**config.mk**
```make
export PLATFORM = sky130hd
export DESIGN_NAME = motor_mode_supervisor
export DESIGN_NICKNAME = d
export VERILOG_FILES = /design/src/hw/motor_sup_pkg.sv /design/src/hw/protection_check.sv /design/src/hw/motor_mode_supervisor.sv
export SDC_FILE = /design/constraint.sdc
export NUM_CORES = 1
export LEC_CHECK = 0
export BUFFER_PORTS_ARGS = -buffer_cell sky130_fd_sc_hd__buf_2
export CAP_MARGIN = 20
export CORE_MARGIN = 3
export CORE_UTILIZATION = 56
export DETAILED_ROUTE_END_ITERATION = 10
export PLACE_DENSITY = 0.8
export SLEW_MARGIN = 0
export SYNTH_ARGS = -nofsm -noshare
export SYNTH_HDL_FRONTEND = slang
export SYNTH_SLANG_ARGS = --single-unit
```
**constraint.sdc**
```tcl
create_clock -name i_clock -period 4.5 [get_ports i_clock]
set_input_delay 0.45 -clock i_clock [delete_from_list [all_inputs] [get_ports i_clock]]
set_output_delay 0.45 -clock i_clock [all_outputs]
set_load 0.01 [all_outputs]
```
**src/hw/motor_sup_pkg.sv**
```systemverilog
// Shared types and constants for the motor mode and protection supervisor.
// Assumes one 100 MHz control clock; samples arrive from logic on that clock.
package motor_sup_pkg;

   // ----------------------------------------
   // Modes
   // ----------------------------------------
   typedef enum logic [2:0] {
      MODE_INACTIVE = 3'h1,
      MODE_ACTIVE = 3'h2,
      MODE_ERROR = 3'h4
   } mode_t;

   typedef enum logic [1:0] {
      RUN_OFFSET = 2'h1,
      RUN_DRIVE = 2'h2
   } run_t;

   // ----------------------------------------
   // Carriers
   // ----------------------------------------
   localparam int DATA_W = 16;
   localparam int NUM_PWM = 6;

   typedef struct packed {
      logic start;
      logic stop;
      logic reset;
      logic err_set;
   } cmd_t;

   typedef struct packed {
      logic signed [DATA_W-1:0] iu;
      logic signed [DATA_W-1:0] iv;
      logic signed [DATA_W-1:0] iw;
      logic [DATA_W-1:0] vdc;
      logic signed [DATA_W-1:0] speed;
   } sample_t;

   typedef struct packed {
      logic [DATA_W-1:0] rated_current;
      logic [DATA_W-1:0] inverter_limit;
      logic [DATA_W-1:0] ov_limit;
      logic [DATA_W-1:0] uv_limit;
      logic [DATA_W-1:0] speed_limit;
   } limits_t;

   // ----------------------------------------
   // Error status layout
   // ----------------------------------------
   localparam int ERR_W = 6;
   localparam int FAULT_W = 4;
   localparam int ERR_OC_SW = 0;
   localparam int ERR_OV = 1;
   localparam int ERR_UV = 2;
   localparam int ERR_OS = 3;
   localparam int ERR_OC_HW = 4;
   localparam int ERR_USER = 5;
   localparam logic [ERR_W-1:0] ERR_RESET = 6'h00;

   // ----------------------------------------
   // Reset values and timing
   // ----------------------------------------
   localparam logic [DATA_W-1:0] LIMIT_RESET = 16'h0000;
   localparam logic [DATA_W-1:0] OC_SCALE_Q8 = 16'h0200;
   localparam int OC_SCALE_SHIFT = 8;
   localparam int OFFSET_INTERVALS = 8;
   localparam int CLOCK_PERIOD_NS = 10;
   localparam int MONITOR_PERIOD_US = 125;
   localparam int MONITOR_CYCLES = (MONITOR_PERIOD_US * 1000) / CLOCK_PERIOD_NS;

endpackage

```
**src/hw/protection_check.sv**
```systemverilog
// Fault comparators for the supervisor: phase currents, bus voltage, speed.
// Assumes the sample and limits are stable on the clock and i_eval is a pulse.
`timescale 1ns/1ps
module protection_check #(
   parameter int DATA_W = motor_sup_pkg::DATA_W
) (
   // Clock and reset
   input wire logic i_clock,
   input wire logic i_srst,
   // Evaluation request
   input wire logic i_eval,
   input wire motor_sup_pkg::sample_t i_sample,
   input wire motor_sup_pkg::limits_t i_limits,
   input wire logic [DATA_W-1:0] i_oc_scale,
   // Results
   output logic [motor_sup_pkg::FAULT_W-1:0] o_fault,
   output logic [DATA_W-1:0] o_oc_limit
);

   // ----------------------------------------
   // Helpers
   // ----------------------------------------
   function automatic logic [DATA_W-1:0] magnitude(input logic signed [DATA_W-1:0] v);
      logic [DATA_W-1:0] m;
      m = v[DATA_W-1] ? DATA_W'(-v) : DATA_W'(v);
      return m;
   endfunction

   // ----------------------------------------
   // Overcurrent limit
   // ----------------------------------------
   logic [2*DATA_W-1:0] scaled;
   logic [DATA_W-1:0] derived;
   logic [DATA_W-1:0] oc_limit_next;

   always_comb begin
      scaled = i_limits.rated_current * i_oc_scale;
      // Saturate rather than wrap a large rating into a tiny limit
      if (|scaled[2*DATA_W-1:DATA_W+motor_sup_pkg::OC_SCALE_SHIFT]) begin
         derived = '1;
      end else begin
         derived = scaled[DATA_W+motor_sup_pkg::OC_SCALE_SHIFT-1:motor_sup_pkg::OC_SCALE_SHIFT];
      end
      oc_limit_next = (derived > i_limits.inverter_limit) ? i_limits.inverter_limit : derived;
   end

   always_ff @(posedge i_clock) begin
      if (i_srst) begin
         o_oc_limit <= motor_sup_pkg::LIMIT_RESET;
      end else begin
         o_oc_limit <= oc_limit_next;
      end
   end

   // ----------------------------------------
   // Comparators
   // ----------------------------------------
   logic [2:0] phase_over;
   logic signed [DATA_W-1:0] phase [3];

   assign phase[0] = i_sample.iu;
   assign phase[1] = i_sample.iv;
   assign phase[2] = i_sample.iw;

   for (genvar p = 0; p < 3; p++) begin : g_phase
      assign phase_over[p] = magnitude(phase[p]) > o_oc_limit;
   end

   always_ff @(posedge i_clock) begin
      if (i_srst) begin
         o_fault <= '0;
      end else if (i_eval) begin
         o_fault[motor_sup_pkg::ERR_OC_SW] <= |phase_over;
         o_fault[motor_sup_pkg::ERR_OV] <= i_sample.vdc > i_limits.ov_limit;
         o_fault[motor_sup_pkg::ERR_UV] <= i_sample.vdc < i_limits.uv_limit;
         o_fault[motor_sup_pkg::ERR_OS] <=
            magnitude(i_sample.speed) > i_limits.speed_limit;
      end else begin
         o_fault <= '0;
      end
   end

endmodule

```
**src/hw/motor_mode_supervisor.sv**
```systemverilog
// Top of the motor supervisor: system mode, run sequencing, fault latching
// and PWM gating toward the inverter stage.
// Assumes host commands are one-cycle pulses on i_clock; the hardware
// overcurrent pin is asynchronous and is synchronised here.
`timescale 1ns/1ps
module motor_mode_supervisor #(
   parameter int DATA_W = motor_sup_pkg::DATA_W,
   parameter int NUM_PWM = motor_sup_pkg::NUM_PWM,
   parameter int MONITOR_CYCLES = motor_sup_pkg::MONITOR_CYCLES,
   parameter int OFFSET_INTERVALS = motor_sup_pkg::OFFSET_INTERVALS,
   parameter logic [DATA_W-1:0] OC_SCALE = motor_sup_pkg::OC_SCALE_Q8
) (
   // Clock and reset
   input wire logic i_clock,
   input wire logic i_srst,
   // Host commands
   input wire motor_sup_pkg::cmd_t i_cmd,
   input wire logic i_limit_load,
   input wire motor_sup_pkg::limits_t i_limits,
   // Measurements
   input wire logic i_sample_valid,
   input wire motor_sup_pkg::sample_t i_sample,
   // Inverter side
   input wire logic i_hw_output_disable_input,
   input wire logic [NUM_PWM-1:0] i_pwm,
   output logic [NUM_PWM-1:0] o_pwm,
   output logic [NUM_PWM-1:0] o_pwm_oe,
   // Status
   output motor_sup_pkg::mode_t o_mode,
   output motor_sup_pkg::run_t o_run_mode,
   output logic o_run_enable,
   output logic o_limit_ack,
   output logic [motor_sup_pkg::ERR_W-1:0] o_error_status,
   output logic [DATA_W-1:0] o_oc_limit
);

   // ----------------------------------------
   // Mode decoding
   // ----------------------------------------
   function automatic logic mode_is_inactive(input motor_sup_pkg::mode_t m);
      return m == motor_sup_pkg::MODE_INACTIVE;
   endfunction

   function automatic logic mode_is_active(input motor_sup_pkg::mode_t m);
      return m == motor_sup_pkg::MODE_ACTIVE;
   endfunction

   function automatic logic mode_is_error(input motor_sup_pkg::mode_t m);
      return m == motor_sup_pkg::MODE_ERROR;
   endfunction

   // ----------------------------------------
   // Hardware overcurrent pin synchroniser
   // ----------------------------------------
   logic hw_oc_meta_reg;
   logic hw_oc_sync_reg;

   always_ff @(posedge i_clock) begin
      if (i_srst) begin
         hw_oc_meta_reg <= 1'b0;
         hw_oc_sync_reg <= 1'b0;
      end else begin
         hw_oc_meta_reg <= i_hw_output_disable_input;
         hw_oc_sync_reg <= hw_oc_meta_reg;
      end
   end

   // ----------------------------------------
   // Monitoring interval timer
   // ----------------------------------------
   localparam int TICK_W = $clog2(MONITOR_CYCLES + 1);
   localparam logic [TICK_W-1:0] TICK_LAST = TICK_W'(MONITOR_CYCLES - 1);

   logic [TICK_W-1:0] tick_count_reg;
   logic monitor_tick;

   // Free-running, so the check cadence does not hang on sample arrival
   assign monitor_tick = tick_count_reg == TICK_LAST;

   always_ff @(posedge i_clock) begin
      if (i_srst || monitor_tick) begin
         tick_count_reg <= '0;
      end else begin
         tick_count_reg <= tick_count_reg + 1'b1;
      end
   end

   // ----------------------------------------
   // Latest sample
   // ----------------------------------------
   // Held so that the periodic check still sees data if samples stall
   motor_sup_pkg::sample_t sample_reg;
   logic eval_reg;

   always_ff @(posedge i_clock) begin
      if (i_srst) begin
         sample_reg <= '0;
      end else if (i_sample_valid) begin
         sample_reg <= i_sample;
      end
   end

   always_ff @(posedge i_clock) begin
      if (i_srst) begin
         eval_reg <= 1'b0;
      end else begin
         eval_reg <= i_sample_valid || monitor_tick;
      end
   end

   // ----------------------------------------
   // Programmable limits
   // ----------------------------------------
   motor_sup_pkg::limits_t limits_reg;
   logic limit_load_ok;

   // Loading while running would let a limit move under a live motor
   assign limit_load_ok = i_limit_load && !mode_is_active(o_mode);

   always_ff @(posedge i_clock) begin
      if (i_srst) begin
         limits_reg <= '0;
      end else if (limit_load_ok) begin
         limits_reg <= i_limits;
      end
   end

   always_ff @(posedge i_clock) begin
      if (i_srst) begin
         o_limit_ack <= 1'b0;
      end else begin
         o_limit_ack <= limit_load_ok;
      end
   end

   // ----------------------------------------
   // Command qualification
   // ----------------------------------------
   // Commands outside their own mode are dropped without trace
   logic start_ok;
   logic stop_ok;
   logic reset_ok;

   assign start_ok = i_cmd.start && !i_cmd.stop && mode_is_inactive(o_mode);
   assign stop_ok = i_cmd.stop && mode_is_active(o_mode);
   assign reset_ok = i_cmd.reset && mode_is_error(o_mode);

   // ----------------------------------------
   // Comparators
   // ----------------------------------------
   logic [motor_sup_pkg::FAULT_W-1:0] sw_fault;

   protection_check #(
      .DATA_W(DATA_W)
   ) u_check (
      .i_clock(i_clock),
      .i_srst(i_srst),
      .i_eval(eval_reg),
      .i_sample(sample_reg),
      .i_limits(limits_reg),
      .i_oc_scale(OC_SCALE),
      .o_fault(sw_fault),
      .o_oc_limit(o_oc_limit)
   );

   // ----------------------------------------
   // Fault collection
   // ----------------------------------------
   logic [motor_sup_pkg::ERR_W-1:0] new_err;
   logic error_event;
   logic reset_event;

   always_comb begin
      new_err = '0;
      new_err[motor_sup_pkg::FAULT_W-1:0] = sw_fault;
      new_err[motor_sup_pkg::ERR_OC_HW] = hw_oc_sync_reg;
      new_err[motor_sup_pkg::ERR_USER] = i_cmd.err_set;
   end

   // Error only from detection or the explicit error-set command
   assign error_event = |new_err;
   assign reset_event = reset_ok;

   // A fault in the same cycle as the reset survives the clear
   logic [motor_sup_pkg::ERR_W-1:0] err_next;

   always_comb begin
      err_next = reset_event ? motor_sup_pkg::ERR_RESET : o_error_status;
      err_next = err_next | new_err;
   end

   always_ff @(posedge i_clock) begin
      if (i_srst) begin
         o_error_status <= motor_sup_pkg::ERR_RESET;
      end else begin
         o_error_status <= err_next;
      end
   end

   // ----------------------------------------
   // System mode
   // ----------------------------------------
   motor_sup_pkg::mode_t mode_next;

   always_comb begin
      mode_next = o_mode;
      unique case (o_mode)
         motor_sup_pkg::MODE_INACTIVE: begin
            if (start_ok) begin
               mode_next = motor_sup_pkg::MODE_ACTIVE;
            end
         end
         motor_sup_pkg::MODE_ACTIVE: begin
            if (stop_ok) begin
               mode_next = motor_sup_pkg::MODE_INACTIVE;
            end
         end
         motor_sup_pkg::MODE_ERROR: begin
            if (reset_ok) begin
               mode_next = motor_sup_pkg::MODE_INACTIVE;
            end
         end
      endcase
      // Error outranks every host command
      if (error_event) begin
         mode_next = motor_sup_pkg::MODE_ERROR;
      end
   end

   always_ff @(posedge i_clock) begin
      if (i_srst) begin
         o_mode <= motor_sup_pkg::MODE_INACTIVE;
      end else begin
         o_mode <= mode_next;
      end
   end

   // ----------------------------------------
   // Run-mode sequencing
   // ----------------------------------------
   localparam int OFS_W = $clog2(OFFSET_INTERVALS + 1);
   localparam logic [OFS_W-1:0] OFS_LAST = OFS_W'(OFFSET_INTERVALS - 1);

   logic [OFS_W-1:0] offset_count_reg;
   logic running;
   logic offset_step;
   logic offset_done;

   assign running = mode_is_active(o_mode) && !error_event;
   assign offset_step = i_sample_valid && (o_run_mode == motor_sup_pkg::RUN_OFFSET);
   assign offset_done = offset_step && (offset_count_reg == OFS_LAST);

   always_ff @(posedge i_clock) begin
      if (i_srst || !running) begin
         offset_count_reg <= '0;
      end else if (offset_step && !offset_done) begin
         offset_count_reg <= offset_count_reg + 1'b1;
      end
   end

   always_ff @(posedge i_clock) begin
      if (i_srst || !running) begin
         o_run_mode <= motor_sup_pkg::RUN_OFFSET;
      end else if (offset_done) begin
         o_run_mode <= motor_sup_pkg::RUN_DRIVE;
      end
   end

   always_ff @(posedge i_clock) begin
      if (i_srst) begin
         o_run_enable <= 1'b0;
      end else begin
         o_run_enable <= running;
      end
   end

   // ----------------------------------------
   // PWM gating
   // ----------------------------------------
   // Drive only in the drive phase; low outputs turn every switch off
   logic pwm_drive;

   assign pwm_drive = running && (o_run_mode == motor_sup_pkg::RUN_DRIVE);

   always_ff @(posedge i_clock) begin
      if (i_srst) begin
         o_pwm <= '0;
      end else begin
         o_pwm <= pwm_drive ? i_pwm : '0;
      end
   end

   // Pins float on a hardware trip until a reset command clears the cause
   logic pin_float;

   assign pin_float = hw_oc_sync_reg || err_next[motor_sup_pkg::ERR_OC_HW];

   always_ff @(posedge i_clock) begin
      if (i_srst) begin
         o_pwm_oe <= '0;
      end else if (pin_float) begin
         o_pwm_oe <= '0;
      end else begin
         o_pwm_oe <= '1;
      end
   end

endmodule

```
==> run summary <==
outcome = completed
largest net degree at the start of global routing = 73
antenna violations before repair = 5
CTS tree = yes
initial DRC count = 593
WHS = 0.143 ns
cts hold-fix bufs = 0
GP Congestion = 0.911
Initial DRT Pass Iterations = 5
clk buf depth = 3
global-route wire length before repair = 45.5 mm
Mean Syn Cell Area = 8.51 um^2
H-tree depth = 1
startpoint types = flop
CP arrival = 3.90 ns
DR vias = 10200
worst skew pair latency = 0.52 ns
Max Clock Skew = 0.0109 ns
GR peak layer = met2
share of layout cells above drive strength 1 = 18.5%
critical path cell sequence = or4_4, or4_1, or2_1, o21ai_2, xnor2_1, ha_1, nand4_1, or4b_2, a21o_1, o211a_1, o211ai_1
Worst Path Class, Setup = flop to flop
worst vdd ir = 257 uV
Global Route Usage Sum = 24.5%
grt total ovfl = 0
final setup vio count = 0
Critical R2R Launch = sample_reg[70]
TritonCTS Buffers = 24
# diodes = 0
largest family of logic cells by synthesized area = simple AND/OR/NAND/NOR gates
reg2reg setup slack = 1.03 ns
Slew headroom = 33.8%
Crit. End Element = flop
Mapped Area = 11800 um^2
Final Max Slew Viols = 0
Die H = 151 um
EDFF count, synth = 0
simple-gate share of the synthesized area = 18.9%
Post-Synth Adder-Cell Area = 12.4%
die area = 22800 um^2
via density per instance = 5.50
# Post-CTS Setup Buffers = 0
Setup TNS = 0 ns
Die W = 151 um
synth unique cells = 57
Port Buffer Count = 215
Area after DPL = 13000 um^2
nets@finish = 1856
Root Buffer = clkbuf_16
reg2reg end = u_check.o_fault[0]
met3 usage = 5.42%
leakage power = 6.40 nW
post-synthesis compound-gate area fraction = 14.1%
synth warn = 0
unrepaired setup endpoints after global routing = false
WHS Path Cells = 2
reg2reg path depth = 11
post-synthesis mux area share = 6.98%
Hold EP = o_pwm[2]
# resized after CTS = 0
fin crit period = 3.47 ns
number of max-cap violations = 0
antenna-violating nets left = 0
met2 usage = 43.1%
I/O pins = 216
post-synthesis sequential area ratio = 37.6%
Cells after Synth = 1382
crit path max fanout = 6
Max Clock Freq = 0.288 GHz
Post-synth ARST share = 0%
Slowest-stage cell, CP = or4b_2
Crit path largest cell delay = 0.65 ns
met1 usage = 29.6%
Worst-path clk slew = 0.06 ns
number of global-route vias before repair = 9563
WL final = 28.7 mm
dpl cells = 1808
worst hold path class = input pin to flop
Tcrit/Tclk final = 77.2%
Util after Layout = 67.8%
Post-synth top flop = dfxtp_1
DPL Wire Length = 21.4 mm
flops & latches, synth = 221
cell area after layout = 13900 um^2
Syn Nets = 1674
initial core utilization = 57.6%
worst slew pin tran = 0.994 ns
XOR/XNOR Fraction of Synth Area = 4.84%
core box area = 20400 um^2
Fin. Hold Viols = 0
Rows = 52
wire per inst = 15.5 um
drt drc = 0
# clock sinks = 221
power per cell area = 394 nW/um^2
fin cells = 1852
hold path start = i_pwm[2]
Layout area overhead = 17.8%
CP required = 4.93 ns
area by class of cell:
type                            instances  area, um^2
Multi-Input combinational cell       1004        6740
Fill cell                            1737        6580
Sequential cell                       221        4420
Timing Repair Buffer                  221        1130
Clock buffer                           35         723
Inverter                               92         345
Tap cell                              270         338
Clock inverter                          9         151
cells in the mapped netlist, drive strengths merged, types with 16 or more instances:
cell type	n	area share, %
nand4	21	1.1
nor2	124	4.0
o21ai	37	1.6
or2	19	1.0
nand2	210	6.7
dfxtp	221	38
o211a	16	1.4
mux2i	82	7.0
ha	117	12
inv	92	2.9
nand3	21	0.89
clkbuf	59	1.9
a21oi	126	5.4
a21o	20	1.3
xnor2	53	3.9
power by group:
| part | total [W] | switching [W] | internal, W |
|---|---|---|---|
| clock network | 0.00213 | 0.000787 | 0.00134 |
| registers | 0.00221 | 0.000119 | 0.00209 |
| logic | 0.00112 | 0.000620 | 0.000501 |
how the worst max path moves through the flow:
stage | from | end | slack [ns] | cells after the start
6_report | sample_reg[70] | u_check.o_fault[0] | 1.03 | 11
5_1_grt | sample_reg[49] | u_check.o_fault[0] | 0.71 | 13
4_1_cts | sample_reg[70] | u_check.o_fault[0] | 1.04 | 11
3_5_place_dp | sample_reg[70] | u_check.o_fault[0] | 1.10 | 11
3_3_place_gp | sample_reg[70] | u_check.o_fault[0] | 1.18 | 11
2_1_floorplan | sample_reg[70] | u_check.o_fault[0] | 1.30 | 11
through the flow:
stage	setup WS (ns)	total power [W]
floorplan	1.30	0.00300
detailed placement	1.10	0.00335
CTS	1.04	0.00549
global placement	1.18	0.00331
finish	1.03	0.00546
global route	0.708	0.00574
per-layer routing:
layer | vias to the layer above | share of wire, %
met5 | - | 0.17
met2 | 301 | 48
li1 | 5115 | -
met3 | 70 | 7.3
met4 | 10 | 3.5
met1 | 4687 | 41
cell usage in the layout, fill, tap and decap left out, drive strengths merged, types with 10 or more instances in the layout:
cell type  count
inv           92
nand4         21
o31ai         13
nand2b        10
buf          221
nand3         21
mux2i         82
xor2          12
or2           19
xnor2         53
a21o          20
o311ai        15
dfxtp        221
nor2         124
a21oi        126
nand2        210
o211a         16
clkbuf        35
or3           11
ha           117
nor2b         13
o21ai         37
worst max-delay path, delay by kind of cell, from the launching register on:
family	cells	cell delay, ns
DFF	1	0.36
adders and majority gates	1	0.30
AOI/OAI and AO/OA	4	0.59
and+or+nand+nor	5	2.06
xor gates and xnor gates	1	0.08
logic make-up (layout without fill, tap and decap cells):
kind of cell	count (synthesis)	in the layout
AND/OR/NAND/NOR	480	480
flip-flops	221	221
XOR/XNOR	65	65
buffers and inverters	157	357
multiplexers	82	82
AO/OA/AOI/OAI	260	260
adder cells (fa/ha/maj)	117	117
(Power assumes the default switching activity.)
